[src/verilog/xps_consts.svh]
`ifndef XPS_CONSTS_SVH
`define XPS_CONSTS_SVH

// register map, byte offsets on the register port
`define XPS_SEL_OFFSET 8'h24
`define XPS_CTRL_OFFSET 8'h28
`define XPS_STATUS_OFFSET 8'h2C

// select register fields
`define XPS_BIT_CAN_A 0
`define XPS_BIT_CAN_B 1
`define XPS_BIT_SMALL_XRAM 2
`define XPS_BIT_LARGE_XRAM 3
`define XPS_BIT_TIMEKEEPER 4
`define XPS_SEL_WIDTH 5
`define XPS_SEL_RESET 5'h05
`define XPS_SEL_ALL 5'h1F

// control register fields
`define XPS_BIT_GLOBAL_EN 0
`define XPS_BIT_OSC_OFF 1

// address windows (24-bit byte address)
`define XPS_CAN_A_LO 24'h00EF00
`define XPS_CAN_A_HI 24'h00EFFF
`define XPS_CAN_B_LO 24'h00EE00
`define XPS_CAN_B_HI 24'h00EEFF
`define XPS_SMALL_LO 24'h00E000
`define XPS_SMALL_HI 24'h00E7FF
`define XPS_LARGE_LO 24'h00C000
`define XPS_LARGE_HI 24'h00DFFF
`define XPS_TK_LO 24'h00EC00
`define XPS_TK_HI 24'h00ECFF

`endif

[src/verilog/xps_pkg.sv]
package xps_pkg;
   typedef enum logic [2:0] {
      XPS_T_NONE,
      XPS_T_CAN_A,
      XPS_T_CAN_B,
      XPS_T_SMALL_XRAM,
      XPS_T_LARGE_XRAM,
      XPS_T_TIMEKEEPER,
      XPS_T_EXTERNAL
   } xps_target_t;
endpackage

[src/verilog/xps_sync.sv]
`timescale 1ns/1ps
module xps_sync (
   input wire logic ref_clk,
   input wire logic rst_n,
   input wire logic din,
   output logic dout
);
   typedef struct packed {
      logic s1;
      logic s2;
      logic s3;
      logic q;
   } xps_sync_state_t;

   xps_sync_state_t st;
   xps_sync_state_t next_st;

   always_comb begin
      next_st = st;
      next_st.s1 = din;
      next_st.s2 = st.s1;
      next_st.s3 = st.s2;
      if (st.s2 == st.s3) begin
         next_st.q = st.s3;
      end
   end

   always_ff @(posedge ref_clk or negedge rst_n) begin
      if (!rst_n) begin
         st <= '0;
      end else begin
         st <= next_st;
      end
   end

   assign dout = st.q;
endmodule

[src/verilog/xps_select_decode.sv]
// Notes on behaviour
// can_a_enable low blocks CAN A, frees pins
// CAN A range external only if both off
// can_b_enable low blocks CAN B, frees pins
// CAN B range external only if both off
// small_xram_enable picks internal or external
// large_xram_enable picks internal or external
// timekeeper off: external only if CANs off
// both CANs off: CAN range goes external
// reset enables CAN A, small RAM only
// global enable locks the select register
// emulation mode forces all enables high
// timekeeper off: oscillator off in power-down
// timekeeper on: osc off follows control bit
// select bits 4..0, reset value 05h
// locked writes ignored silently, no error
//
// Decided for this implementation: the strobed register port and the placing of the registers.
`timescale 1ns/1ps
`include "xps_consts.svh"
module xps_select_decode (
   input wire logic ref_clk,
   input wire logic arst_n,
   input wire logic [7:0] reg_addr,
   input wire logic [15:0] reg_wdata,
   input wire logic reg_wr,
   input wire logic reg_rd,
   output logic [15:0] reg_rdata,
   input wire logic emulation_mode,
   input wire logic power_down_req,
   input wire logic acc_valid,
   input wire logic [23:0] acc_addr,
   output logic acc_route_valid,
   output xps_pkg::xps_target_t acc_target,
   output logic acc_blocked,
   output logic [23:0] acc_ext_addr,
   output logic can_a_pins_active,
   output logic can_b_pins_active,
   output logic [`XPS_SEL_WIDTH-1:0] periph_enable,
   output logic osc_stop
);
   import xps_pkg::*;

   typedef struct packed {
      logic [`XPS_SEL_WIDTH-1:0] sel;
      logic global_en;
      logic osc_off_ctrl;
      logic [15:0] rdata;
      logic route_valid;
      xps_target_t target;
      logic blocked;
      logic [23:0] ext_addr;
      logic pins_a;
      logic pins_b;
      logic [`XPS_SEL_WIDTH-1:0] en_out;
      logic osc_stop;
   } xps_state_t;

   xps_state_t st;
   xps_state_t next_st;
   logic [1:0] rst_sync;
   logic rst_n;
   logic emu_s;
   logic pd_s;

   // reset release through two flip-flops
   always_ff @(posedge ref_clk or negedge arst_n) begin
      if (!arst_n) begin
         rst_sync <= 2'h0;
      end else begin
         rst_sync <= {rst_sync[0], 1'b1};
      end
   end
   assign rst_n = rst_sync[1];

   // pin inputs pass four flip-flops, the last loading only when the two before it agree
   xps_sync u_sync_emu (
      .ref_clk(ref_clk),
      .rst_n(rst_n),
      .din(emulation_mode),
      .dout(emu_s)
   );

   xps_sync u_sync_pd (
      .ref_clk(ref_clk),
      .rst_n(rst_n),
      .din(power_down_req),
      .dout(pd_s)
   );

   function automatic logic in_rng(input logic [23:0] a, input logic [23:0] lo,
                                   input logic [23:0] hi);
      in_rng = (a >= lo) && (a <= hi);
   endfunction

   // effective enables and window hits
   logic [`XPS_SEL_WIDTH-1:0] eff;
   logic both_can_off;
   logic hit_can_a;
   logic hit_can_b;
   logic hit_small;
   logic hit_large;
   logic hit_tk;
   logic [4:0] hit_vec;
   logic can_a_hole;
   logic can_b_hole;
   logic tk_hole;

   // register port decode
   logic sel_wr;
   logic ctrl_wr;
   logic sel_wr_open;
   logic [`XPS_SEL_WIDTH-1:0] next_sel;
   logic next_global_en;
   logic next_osc_off;
   logic [15:0] sel_word;
   logic [15:0] ctrl_word;
   logic [15:0] status_word;
   logic [15:0] rd_word;

   // route and side outputs
   xps_target_t route_target;
   logic route_blocked;
   logic pins_a_now;
   logic pins_b_now;
   logic osc_stop_now;

   // emulation forces every peripheral on
   for (genvar i = 0; i < `XPS_SEL_WIDTH; i++) begin : g_force
      assign eff[i] = emu_s | st.sel[i];
   end

   always_comb begin
      both_can_off = !eff[`XPS_BIT_CAN_A] && !eff[`XPS_BIT_CAN_B];
      // a disabled CAN or timekeeper window is a hole unless both CANs are off
      can_a_hole = !eff[`XPS_BIT_CAN_A] && !both_can_off;
      can_b_hole = !eff[`XPS_BIT_CAN_B] && !both_can_off;
      tk_hole = !eff[`XPS_BIT_TIMEKEEPER] && !both_can_off;
   end

   // window hits on the access address
   always_comb begin
      hit_can_a = in_rng(acc_addr, `XPS_CAN_A_LO, `XPS_CAN_A_HI);
      hit_can_b = in_rng(acc_addr, `XPS_CAN_B_LO, `XPS_CAN_B_HI);
      hit_small = in_rng(acc_addr, `XPS_SMALL_LO, `XPS_SMALL_HI);
      hit_large = in_rng(acc_addr, `XPS_LARGE_LO, `XPS_LARGE_HI);
      hit_tk = in_rng(acc_addr, `XPS_TK_LO, `XPS_TK_HI);
      hit_vec = {hit_tk, hit_large, hit_small, hit_can_b, hit_can_a};
   end

   // register port strobes
   always_comb begin
      sel_wr = reg_wr && (reg_addr == `XPS_SEL_OFFSET);
      ctrl_wr = reg_wr && (reg_addr == `XPS_CTRL_OFFSET);
      // locked write falls through with no effect
      sel_wr_open = sel_wr && !st.global_en;
   end

   // register writes
   always_comb begin
      next_sel = st.sel;
      next_global_en = st.global_en;
      next_osc_off = st.osc_off_ctrl;
      if (sel_wr_open) begin
         next_sel = reg_wdata[`XPS_SEL_WIDTH-1:0];
      end
      if (ctrl_wr) begin
         // global enable is set-only until reset
         next_global_en = st.global_en | reg_wdata[`XPS_BIT_GLOBAL_EN];
         next_osc_off = reg_wdata[`XPS_BIT_OSC_OFF];
      end
   end

   // register words as software sees them
   always_comb begin
      sel_word = {11'h000, st.sel};
      ctrl_word = {14'h0000, st.osc_off_ctrl, st.global_en};
      status_word = {10'h000, emu_s, eff};
   end

   // read word, registered so it stands in the next cycle only
   always_comb begin
      rd_word = 16'h0000;
      if (reg_rd) begin
         unique case (reg_addr)
            `XPS_SEL_OFFSET: rd_word = sel_word;
            `XPS_CTRL_OFFSET: rd_word = ctrl_word;
            `XPS_STATUS_OFFSET: rd_word = status_word;
            default: rd_word = 16'h0000;
         endcase
      end
   end

   // route decision for the access on the port
   always_comb begin
      route_target = XPS_T_NONE;
      route_blocked = 1'b0;
      if (acc_valid) begin
         unique case (hit_vec)
            5'h01: begin
               if (eff[`XPS_BIT_CAN_A]) begin
                  route_target = XPS_T_CAN_A;
                  route_blocked = 1'b0;
               end else if (can_a_hole) begin
                  route_target = XPS_T_NONE;
                  route_blocked = 1'b1;
               end else begin
                  route_target = XPS_T_EXTERNAL;
                  route_blocked = 1'b0;
               end
            end
            5'h02: begin
               if (eff[`XPS_BIT_CAN_B]) begin
                  route_target = XPS_T_CAN_B;
                  route_blocked = 1'b0;
               end else if (can_b_hole) begin
                  route_target = XPS_T_NONE;
                  route_blocked = 1'b1;
               end else begin
                  route_target = XPS_T_EXTERNAL;
                  route_blocked = 1'b0;
               end
            end
            5'h04: begin
               if (eff[`XPS_BIT_SMALL_XRAM]) begin
                  route_target = XPS_T_SMALL_XRAM;
                  route_blocked = 1'b0;
               end else begin
                  route_target = XPS_T_EXTERNAL;
                  route_blocked = 1'b0;
               end
            end
            5'h08: begin
               if (eff[`XPS_BIT_LARGE_XRAM]) begin
                  route_target = XPS_T_LARGE_XRAM;
                  route_blocked = 1'b0;
               end else begin
                  route_target = XPS_T_EXTERNAL;
                  route_blocked = 1'b0;
               end
            end
            5'h10: begin
               if (eff[`XPS_BIT_TIMEKEEPER]) begin
                  route_target = XPS_T_TIMEKEEPER;
                  route_blocked = 1'b0;
               end else if (tk_hole) begin
                  route_target = XPS_T_NONE;
                  route_blocked = 1'b1;
               end else begin
                  route_target = XPS_T_EXTERNAL;
                  route_blocked = 1'b0;
               end
            end
            default: begin
               // outside every window
               route_target = XPS_T_EXTERNAL;
               route_blocked = 1'b0;
            end
         endcase
      end
   end

   // pin ownership follows the effective enables
   always_comb begin
      pins_a_now = eff[`XPS_BIT_CAN_A];
      pins_b_now = eff[`XPS_BIT_CAN_B];
   end

   // oscillator stop in power-down
   always_comb begin
      if (!eff[`XPS_BIT_TIMEKEEPER]) begin
         osc_stop_now = pd_s;
      end else begin
         osc_stop_now = pd_s && st.osc_off_ctrl;
      end
   end

   always_comb begin
      next_st = st;
      next_st.sel = next_sel;
      next_st.global_en = next_global_en;
      next_st.osc_off_ctrl = next_osc_off;
      next_st.rdata = rd_word;
      next_st.route_valid = acc_valid;
      next_st.target = route_target;
      next_st.blocked = route_blocked;
      next_st.ext_addr = acc_addr;
      next_st.pins_a = pins_a_now;
      next_st.pins_b = pins_b_now;
      next_st.en_out = eff;
      next_st.osc_stop = osc_stop_now;
   end

   always_ff @(posedge ref_clk or negedge rst_n) begin
      if (!rst_n) begin
         // register file
         st.sel <= `XPS_SEL_RESET;
         st.global_en <= 1'b0;
         st.osc_off_ctrl <= 1'b0;
         st.rdata <= 16'h0000;

         // access route
         st.route_valid <= 1'b0;
         st.target <= XPS_T_NONE;
         st.blocked <= 1'b0;
         st.ext_addr <= 24'h000000;

         // side outputs
         st.pins_a <= 1'b1;
         st.pins_b <= 1'b0;
         st.en_out <= `XPS_SEL_RESET;
         st.osc_stop <= 1'b0;
      end else begin
         // register file
         st.sel <= next_st.sel;
         st.global_en <= next_st.global_en;
         st.osc_off_ctrl <= next_st.osc_off_ctrl;
         st.rdata <= next_st.rdata;

         // access route
         st.route_valid <= next_st.route_valid;
         st.target <= next_st.target;
         st.blocked <= next_st.blocked;
         st.ext_addr <= next_st.ext_addr;

         // side outputs
         st.pins_a <= next_st.pins_a;
         st.pins_b <= next_st.pins_b;
         st.en_out <= next_st.en_out;
         st.osc_stop <= next_st.osc_stop;
      end
   end

   // register port
   assign reg_rdata = st.rdata;

   // access route
   assign acc_route_valid = st.route_valid;
   assign acc_target = st.target;
   assign acc_blocked = st.blocked;
   assign acc_ext_addr = st.ext_addr;

   // side outputs
   assign can_a_pins_active = st.pins_a;
   assign can_b_pins_active = st.pins_b;
   assign periph_enable = st.en_out;
   assign osc_stop = st.osc_stop;
endmodule

[config.mk]
export PLATFORM = sky130hd
export DESIGN_NAME = xps_select_decode
export DESIGN_NICKNAME = d
export VERILOG_FILES = /design/src/verilog/xps_pkg.sv /design/src/verilog/xps_sync.sv /design/src/verilog/xps_select_decode.sv
export VERILOG_INCLUDE_DIRS = /design/src /design/src/verilog
export SDC_FILE = /design/constraint.sdc
export NUM_CORES = 1
export LEC_CHECK = 0
export BUFFER_PORTS_ARGS = -buffer_cell sky130_fd_sc_hd__buf_2
export CORE_AREA = 3 3 76 78
export CTS_CLUSTER_SIZE = 8
export DETAILED_ROUTE_END_ITERATION = 6
export DIE_AREA = 0 0 79 81
export GPL_ROUTABILITY_DRIVEN = 1
export PLACE_DENSITY = 0.73
export SLEW_MARGIN = 20
export SYNTH_ARGS = -nofsm -noshare
export SYNTH_HDL_FRONTEND = slang
export SYNTH_SLANG_ARGS = --single-unit
[constraint.sdc]
create_clock -name ref_clk -period 1.85 [get_ports ref_clk]
set_clock_uncertainty 0.15 [all_clocks]
set_input_delay 0.37 -clock ref_clk [delete_from_list [all_inputs] [get_ports ref_clk]]
set_output_delay 0.37 -clock ref_clk [all_outputs]
set_load 0.005 [all_outputs]
==> impl_metrics.ini, run 1 <==
[grt]
grt_max_degree = 27
globalRouteTotalUtil_pct = 14.53
gr-total-overflow = 0
gr-usage-met1_pct = 15.87
grt_pass1_wl_mm = 6.934
antenna_found_initial = 0
grt_pass1_vias = 1518
met2_usage_pct = 24.24
grt_busiest_layer = met2
use_met3_pct = 6.984

[synth]
synthCells = 146
async_reset_ff_share_pct = 100.0
synthMuxAreaShare_pct = 3.307
synth-warning-count = 0
synth-xor-area-share_pct = 0
synth_fa_ha_area_share_pct = 0.9798
yosys-top-cells-area = dfrtp_1 (66%), dfstp_2 (5.1%), buf_4 (4.4%), mux2_1 (2.2%), nor2_1 (2.0%)
ys_ff_latch = 58
syn_area_per_cell_um2 = 13.99
synth_cell_types = 36
ys.flop_type = dfrtp_1
yosysTopAreaCell = dfrtp_1
synth-simple-area-share_pct = 10.10
synth_compound_area_share_pct = 8.083
synth_top_family_by_area = simple AND/OR/NAND/NOR gates
yosysSeqAreaShare_pct = 71.28
netlist_area_um2 = 2043
synth_edf_count = 0
yosysTopAreaCellShare_pct = 66.14

[critical_path]
endpoint_kind = flop
crit_type = in2reg
r2r_start = u_sync_emu.dout
crit_required_ps = 1900
ff2ff_path_depth = 4
startpoint_type = primary input
crit_start = acc_addr[15]
critPathArrivalTime_ps = 1780
critPathMaxFanout = 2

[hold_path]
hold_depth = 1
hold_path.class = in2reg
worstHoldStart = acc_addr[10]

[final_layout]
syn2layout_area_growth_pct = 45.25
final-seq-area_um2 = 1458
diodes = 0
mostFrequentLayoutCells = buf_2 (86), dfrtp_1 (53), dlygate4sd3_1 (22)
layout_commonest_cell = buf_2
drive_above_1_share_pct = 44.07
nFillCells = 444
fin_util_pct = 57.74
multi_input_area_um2 = 501.7
fin_cells = 340
final_nets = 320

[clock_network]
clockBufferDepth = 2
path_clk_slew_ps = 60
cts_tree = done
cts.sinks = 58
cts_setup_buffers = 0
h-tree-depth = 3
cts_buffers = 9
root_buffer = clkbuf_8
clock_latency_ps = 330

[placed_design]
dp_hpwl_mm = 3.087
place.gp.congestion = 0.7736
numPortBuffers = 86
dpl.cell_count = 302

[routing]
drt_first_pass_iters = 4
wire_per_inst_um = 12.77
routed_wl_mm = 4.342
ant_nets = 0
drc_errors = 0
drtIter0Drc = 70
vias = 1525
via_per_inst = 4.485

[power]
power.density_nw_per_um2 = 935.0
cellLeakagePower_nw = 1.472
worst_ir_drop_vdd_mv = 0.6543

[flow_run]
cap_violations = 0

[sta]
fmax_ghz = 0.5765
maxSlewViolCount = 0
hold_viol = 0
finalHoldWorstSlack_ps = 31.27
setup_violations = 0
finalCritPeriodShare_pct = 93.77
timing.setup.tns_ps = 0
rsz0062_at_grt = no
fin_crit_ps = 1735

[die]
die_w_um = 79
io_pins = 108
rows = 26
core-area_um2 = 5140
die_h_um = 81
dieArea_um2 = 6399
initial_utilization_pct = 39.75

[status]
status = complete, no violations
==> Yosys cell counts (3+ instances only) <==
cell type   n
a21oi_1     6
buf_4      12
dfrtp_1    54
dfstp_2     4
inv_1       6
mux2_1      4
nand2_1     3
nor2_1     11
o21ai_0     3
or2_2       5
==> cell type report <==
| cell class | count | area share (%) |
|---|---|---|
| repair buffers | 113 | 23.61 |
| multi-input cells | 77 | 16.91 |
| inverters | 6 | 0.7589 |
| flip-flops and latches | 58 | 49.11 |
| well taps | 70 | 2.951 |
| clock buffers | 14 | 5.481 |
| clock inverters | 2 | 1.180 |
==> timing repair <==
action | CTS | global route
hold buffers | 20 | 2
endpoints found under the setup margin | 0 | 1
hold endpoints to repair | 21 | 2
resized for setup | 0 | 1
==> registers in the layout, summed over array words and instances (netlist names), 2 cells and up <==
| register | flops |
|---|---|
| acc_target | 3 |
| acc_ext_addr | 24 |
| u_sync_emu.next_st | 2 |
| periph_enable | 5 |
| u_sync_pd.next_st | 2 |
| sel_word | 5 |
| rst_sync | 2 |
| reg_rdata | 6 |
| ctrl_word | 2 |
==> power breakdown <==
part	switching, W	leakage [nW]	total [W]	internal (W)
sequential	0.0000397	0.701	0.00138	0.00134
clock	0.000451	0.101	0.00115	0.000695
combinational	0.000115	0.671	0.000251	0.000136
total	0.000606	1.47	0.00277	0.00217
==> cells by family after synthesis <==
logic type                 count (synthesis)
other                                      2
and+or+nand+nor                           33
buffers and inverters                     20
muxes                                      6
DFF                                       58
adders and majority gates                  2
AOI/OAI and AO/OA                         25
==> per-layer routing <==
metal / up-vias / share of wire (%)
met4: 0 / 1.7
met3: 9 / 9.9
met1: 724 / 38
li1: 721 / -
met2: 71 / 51
met5: - / 0
==> per-stage QoR <==
step / cell area, um^2 / worst slack, ps / power [W]
6_report: 2968 / 115.3 / 0.002775
5_1_grt: 2968 / 39.52 / 0.002926
4_1_cts: 2947 / 88.17 / 0.002812
3_5_place_dp: 2549 / -213.2 / 0.001619
3_3_place_gp: 2549 / -191.7 / 0.001611
2_1_floorplan: 2078 / -84.67 / 0.001499
==> worst paths after layout <==
kind | to | slack [ps]
max in group asynchronous | sel_word[0] | 900
max | acc_blocked | 120
min in group asynchronous | acc_ext_addr[6] | 80
max reg2reg | acc_target[1] | 200
min | acc_ext_addr[10] | 30
min reg2reg | acc_ext_addr[6] | 80
==> worst max-delay path: stages <==
cell           delay (ps)
dlygate4sd3_1         530
buf_2                 110
nand4_1               100
or2_2                 310
a2111oi_1             350
Note: power is estimated with default switching activity, not from simulation.
==> run 2: changes to the inputs <==
--- a/config.mk
+++ b/config.mk
@@ -7,10 +7,10 @@
 export NUM_CORES = 1
 export LEC_CHECK = 0
 export BUFFER_PORTS_ARGS = -buffer_cell sky130_fd_sc_hd__buf_2
-export CORE_AREA = 3 3 76 78
+export CORE_AREA = 2 2 75 77
 export CTS_CLUSTER_SIZE = 8
 export DETAILED_ROUTE_END_ITERATION = 6
-export DIE_AREA = 0 0 79 81
+export DIE_AREA = 0 0 77 79
 export GPL_ROUTABILITY_DRIVEN = 1
 export PLACE_DENSITY = 0.73
 export SLEW_MARGIN = 20
==> run 2 against run 1 <==
- non-clock buffer count shrank 5
- cell area shrank 2.5%
- first-iteration DRC count shrank 21%
- clock power shrank 9.6%
- worst hold slack lost 16 ps
- routed wire length shrank 7.4%
- critical path type unchanged
- critical endpoint is now ctrl_word[1]
- highest routed layer unchanged
==> impl_metrics.ini, run 2 (synthesis results as in run 1) <==
[final_layout]
largest_reg_flops = 24
syn2layout_area_growth_pct = 41.64
diodes = 0
final_cell_area_um2 = 2894
layout_commonest_cell = buf_2
final_nets = 315
drive_above_1_share_pct = 44.91
mostFrequentLayoutCells = buf_2 (86), dfrtp_1 (53), dlygate4sd3_1 (18), clkbuf_8 (12)
fin_util_pct = 54.22
nFillCells = 484

[sta]
rsz0062_at_grt = no
fmax_ghz = 0.5776
hold_viol = 0
setup_violations = 0
finalCritPeriodShare_pct = 93.58
fin_crit_ps = 1731
maxSlewViolCount = 0

[die]
dieArea_um2 = 6083
die_w_um = 77
die_h_um = 79
core-area_um2 = 5338
initial_utilization_pct = 38.28
rows = 27
io_pins = 108

[critical_path]
critPathArrivalTime_ps = 1790
crit_type = in2reg
critPathMaxFanout = 3
startpoint_type = primary input
crit_required_ps = 1910
crit_start = reg_addr[4]
endpoint_kind = flop
r2r_start = u_sync_emu.dout

[placed_design]
dp_hpwl_mm = 2.852
dpl_cell_area_um2 = 2531
numPortBuffers = 86
place.gp.congestion = 0.8202

[hold_path]
hold_path.class = in2reg
worstHoldStart = acc_addr[15]

[routing]
drt_first_pass_iters = 4
vias = 1517
via_per_inst = 4.501
wire_per_inst_um = 11.93
routed_wl_mm = 4.019
drc_errors = 0
ant_nets = 0
drtIter0Drc = 55

[clock_network]
cts_tree = done
cts_buffers = 9
root_buffer = clkbuf_8
h-tree-depth = 3
cts_setup_buffers = 0
cts-resized-gates = 0
clockBufferDepth = 2
cts.sinks = 58
path_clk_slew_ps = 60
ctsHoldBuffers = 18
clock_latency_ps = 330

[flow_run]
cap_violations = 0

[power]
p_int_w = 0.002056
cellLeakagePower_nw = 1.441
power.density_nw_per_um2 = 918.1
worst_ir_drop_vdd_mv = 0.4536
p_switching_w = 0.0006009
pwr-share-clk_pct = 39.3
power.share.sequential_pct = 51.5
combPwrFrac_pct = 9.3
netSwitchingFraction_pct = 22.62

[grt]
antenna_found_initial = 0
grt_pass1_wl_mm = 6.396
grt_pass1_vias = 1435
globalRouteTotalUtil_pct = 13.94
gr-total-overflow = 0
grt_max_degree = 36

[status]
status = complete, no violations
==> run 2: area by class of cell <==
cell class                      instances  area, um^2  share of cell area (%)
Clock buffer                           14       172.7                   5.966
Clock inverter                          2       10.01                  0.3459
Inverter                                6       22.52                  0.7782
Multi-Input combinational cell         77       500.5                   17.29
Sequential cell                        58        1458                   50.37
Tap cell                               72       90.09                   3.113
Timing Repair Buffer                  108       640.6                   22.14
==> run 2: metal layers <==
| metal | wire (um) | global-route usage [%] | part of all wire [%] | vias to the layer above |
|---|---|---|---|---|
| met2 | 2014 | 23.60 | 50 | 69 |
| met5 | 0 | 0 | 0 | - |
| met3 | 322 | 4.886 | 8.0 | 9 |
| met4 | 93 | 8.036 | 2.3 | 0 |
| li1 | - | - | - | 719 |
| met1 | 1589 | 15.30 | 40 | 720 |
==> run 2: path summary, 6_finish.rpt <==
| kind | cells past startpoint | endpoint | slack (ps) |
|---|---|---|---|
| min in group asynchronous | 1 | acc_ext_addr[2] | 90 |
| min reg2reg | 1 | acc_ext_addr[2] | 90 |
| min | 1 | acc_ext_addr[15] | 10 |
| max | 5 | ctrl_word[1] | 120 |
| max in group asynchronous | 1 | periph_enable[0] | 1070 |
| max reg2reg | 4 | acc_target[1] | 220 |
==> run 2: worst max-delay path, stage by stage <==
cell and delay [ps]:
buf_2 90, or4b_4 530, nor3_4 200, and4b_1 260, mux2_2 330
==> run 2: stage by stage <==
stage          std cells  setup WS, ps  total power, W  setup TNS, ps  hold slack [ps]
5_1_grt              337        0.2789        0.002792              0            1.968
4_1_cts              337         122.4        0.002691              0           0.3629
3_5_place_dp         303        -226.8        0.001611          -1039            10.50
6_report             337         118.8        0.002657              0            14.81
3_3_place_gp         303        -192.6        0.001605         -764.2            6.123
2_1_floorplan        155        -84.67        0.001499         -84.67           -75.59
==> run 2: power groups by stage <==
stage	Combinational, W	Sequential [W]	Clock, W
after floorplan	0.0000931	0.00141	0
after global placement	0.000216	0.00139	0
after detailed placement	0.000220	0.00139	0
after CTS	0.000250	0.00137	0.00107
after global routing	0.000278	0.00137	0.00114
final	0.000246	0.00137	0.00104
==> run 3: changes to the inputs <==
--- a/config.mk
+++ b/config.mk
@@ -12,7 +12,8 @@
 export DETAILED_ROUTE_END_ITERATION = 6
 export DIE_AREA = 0 0 77 79
 export GPL_ROUTABILITY_DRIVEN = 1
-export PLACE_DENSITY = 0.73
+export PLACE_DENSITY = 0.85
+export SETUP_SLACK_MARGIN = 0.02
 export SLEW_MARGIN = 20
 export SYNTH_ARGS = -nofsm -noshare
 export SYNTH_HDL_FRONTEND = slang
==> run 3 against run 2 <==
- first-iteration DRC count shrank 35%
- largest power group unchanged
- combinational power about the same
- worst hold slack improved by 5.0 ps
==> impl_metrics.ini, run 3 (synthesis results as in run 1) <==
[status]
status = complete, no violations

[final_layout]
diodes = 0
drive_above_1_share_pct = 46.04
final_cell_area_um2 = 2898
nFillCells = 485
layout_commonest_cell = buf_2
final_nets = 316
fin_cells = 337
syn2layout_area_growth_pct = 41.82
mostFrequentLayoutCells = buf_2 (86), dfrtp_1 (53), dlygate4sd3_1 (18)
largest_reg_flops = 24

[clock_network]
cts_setup_buffers = 0
h-tree-depth = 3
clockBufferDepth = 2
cts_tree = done
root_buffer = clkbuf_8
clock_latency_ps = 320
cts_buffers = 9
path_clk_slew_ps = 60
cts.sinks = 58

[sta]
finalCritPeriodShare_pct = 93.83
setup_violations = 0
timing.setup.tns_ps = 0
rsz0062_at_grt = no
maxSlewViolCount = 0
hold_viol = 0
fin_crit_ps = 1736
fmax_ghz = 0.5761

[die]
io_pins = 108
rows = 27
dieArea_um2 = 6083
die_h_um = 79
core-area_um2 = 5338
die_w_um = 77
initial_utilization_pct = 38.28

[placed_design]
numPortBuffers = 86
place.gp.congestion = 0.8450
dpl.cell_count = 304
dp_hpwl_mm = 2.863
dpl_cell_area_um2 = 2546

[routing]
wire_per_inst_um = 11.85
drtIter0Drc = 36
via_per_inst = 4.430
vias = 1493
ant_nets = 0
drt_first_pass_iters = 4
routed_wl_mm = 3.994
drc_errors = 0

[critical_path]
cp_top_family = simple AND/OR/NAND/NOR gates
critPathArrivalTime_ps = 1760
startpoint_type = primary input
critPathMaxFanout = 2
slowest_delay_ps = 380
ff2ff_path_depth = 4
worst-path-buf-inv = 2
endpoint_kind = flop
cp.depth = 6
crit_chain = buf_2 -> nor4_1 -> buf_4 -> nand4_1 -> or2_2 -> a2111oi_1
crit_slowest_cell = a2111oi_1
crit_type = in2reg
crit_required_ps = 1880

[grt]
grt_pass1_wl_mm = 6.472
met2_usage_pct = 22.19
grt_pass1_vias = 1448
grt_busiest_layer = met2
antenna_found_initial = 0
grt_max_degree = 29
gr-usage-met1_pct = 16.30
use_met3_pct = 6.705
globalRouteTotalUtil_pct = 14.08
gr-total-overflow = 0

[hold_path]
hold_depth = 1
hold_path.class = in2reg

[power]
worst_ir_drop_vdd_mv = 0.5137
cellLeakagePower_nw = 1.450
power.density_nw_per_um2 = 897.9

[flow_run]
cap_violations = 0
==> run 3: worst paths after layout <==
path	from	endpoint	slack (ps)
hold reg to reg	rst_sync[1]	acc_ext_addr[6]	110
min in group asynchronous	rst_sync[1]	acc_ext_addr[6]	110
hold / removal	acc_addr[17]	acc_ext_addr[17]	20
setup / recovery	acc_addr[23]	acc_blocked	110
max in group asynchronous	rst_sync[1]	periph_enable[0]	1130
setup reg to reg	u_sync_emu.dout	acc_target[1]	220
==> run 3: final cells by class <==
type	count	area [um^2]	share of cell area, %
sequential	58	1458	50.30
timing repair buffer	109	648.1	22.37
multi-input combinational	77	509.2	17.57
clock buffer	12	155.1	5.354
tap	72	90.09	3.109
inverter	6	22.52	0.7772
clock inverter	3	15.01	0.5181
==> run 3: power breakdown <==
group	internal [W]	switching [W]
Clock	0.000544	0.000441
Combinational	0.000129	0.000120
Sequential	0.00134	0.0000302
==> run 3: per-stage QoR <==
step           total power [W]  utilization, %  hold WS (ps)  setup slack (ps)
6_report              0.002602           54.29         19.82             114.1
5_1_grt               0.002744           54.29         5.142             30.02
4_1_cts               0.002633           53.52        0.9963             55.55
3_5_place_dp          0.001614           47.70         7.636            -287.8
3_3_place_gp          0.001605           47.70         6.755            -280.5
2_1_floorplan         0.001501               -        -75.59            -82.28
==> run 3: metal layers <==
metal  vias to the layer above  share of wire (%)
met1                       710                 40
met4                         0                1.2
li1                        713                  -
met2                        65                 50
met5                         -                  0
met3                         5                9.3
==> run 3: what timing repair did <==
action	4_1_cts	5_1_grt
hold buffers	14	4
setup endpoints to repair	0	1
endpoints found under the hold margin	15	4
gates resized for setup	0	1
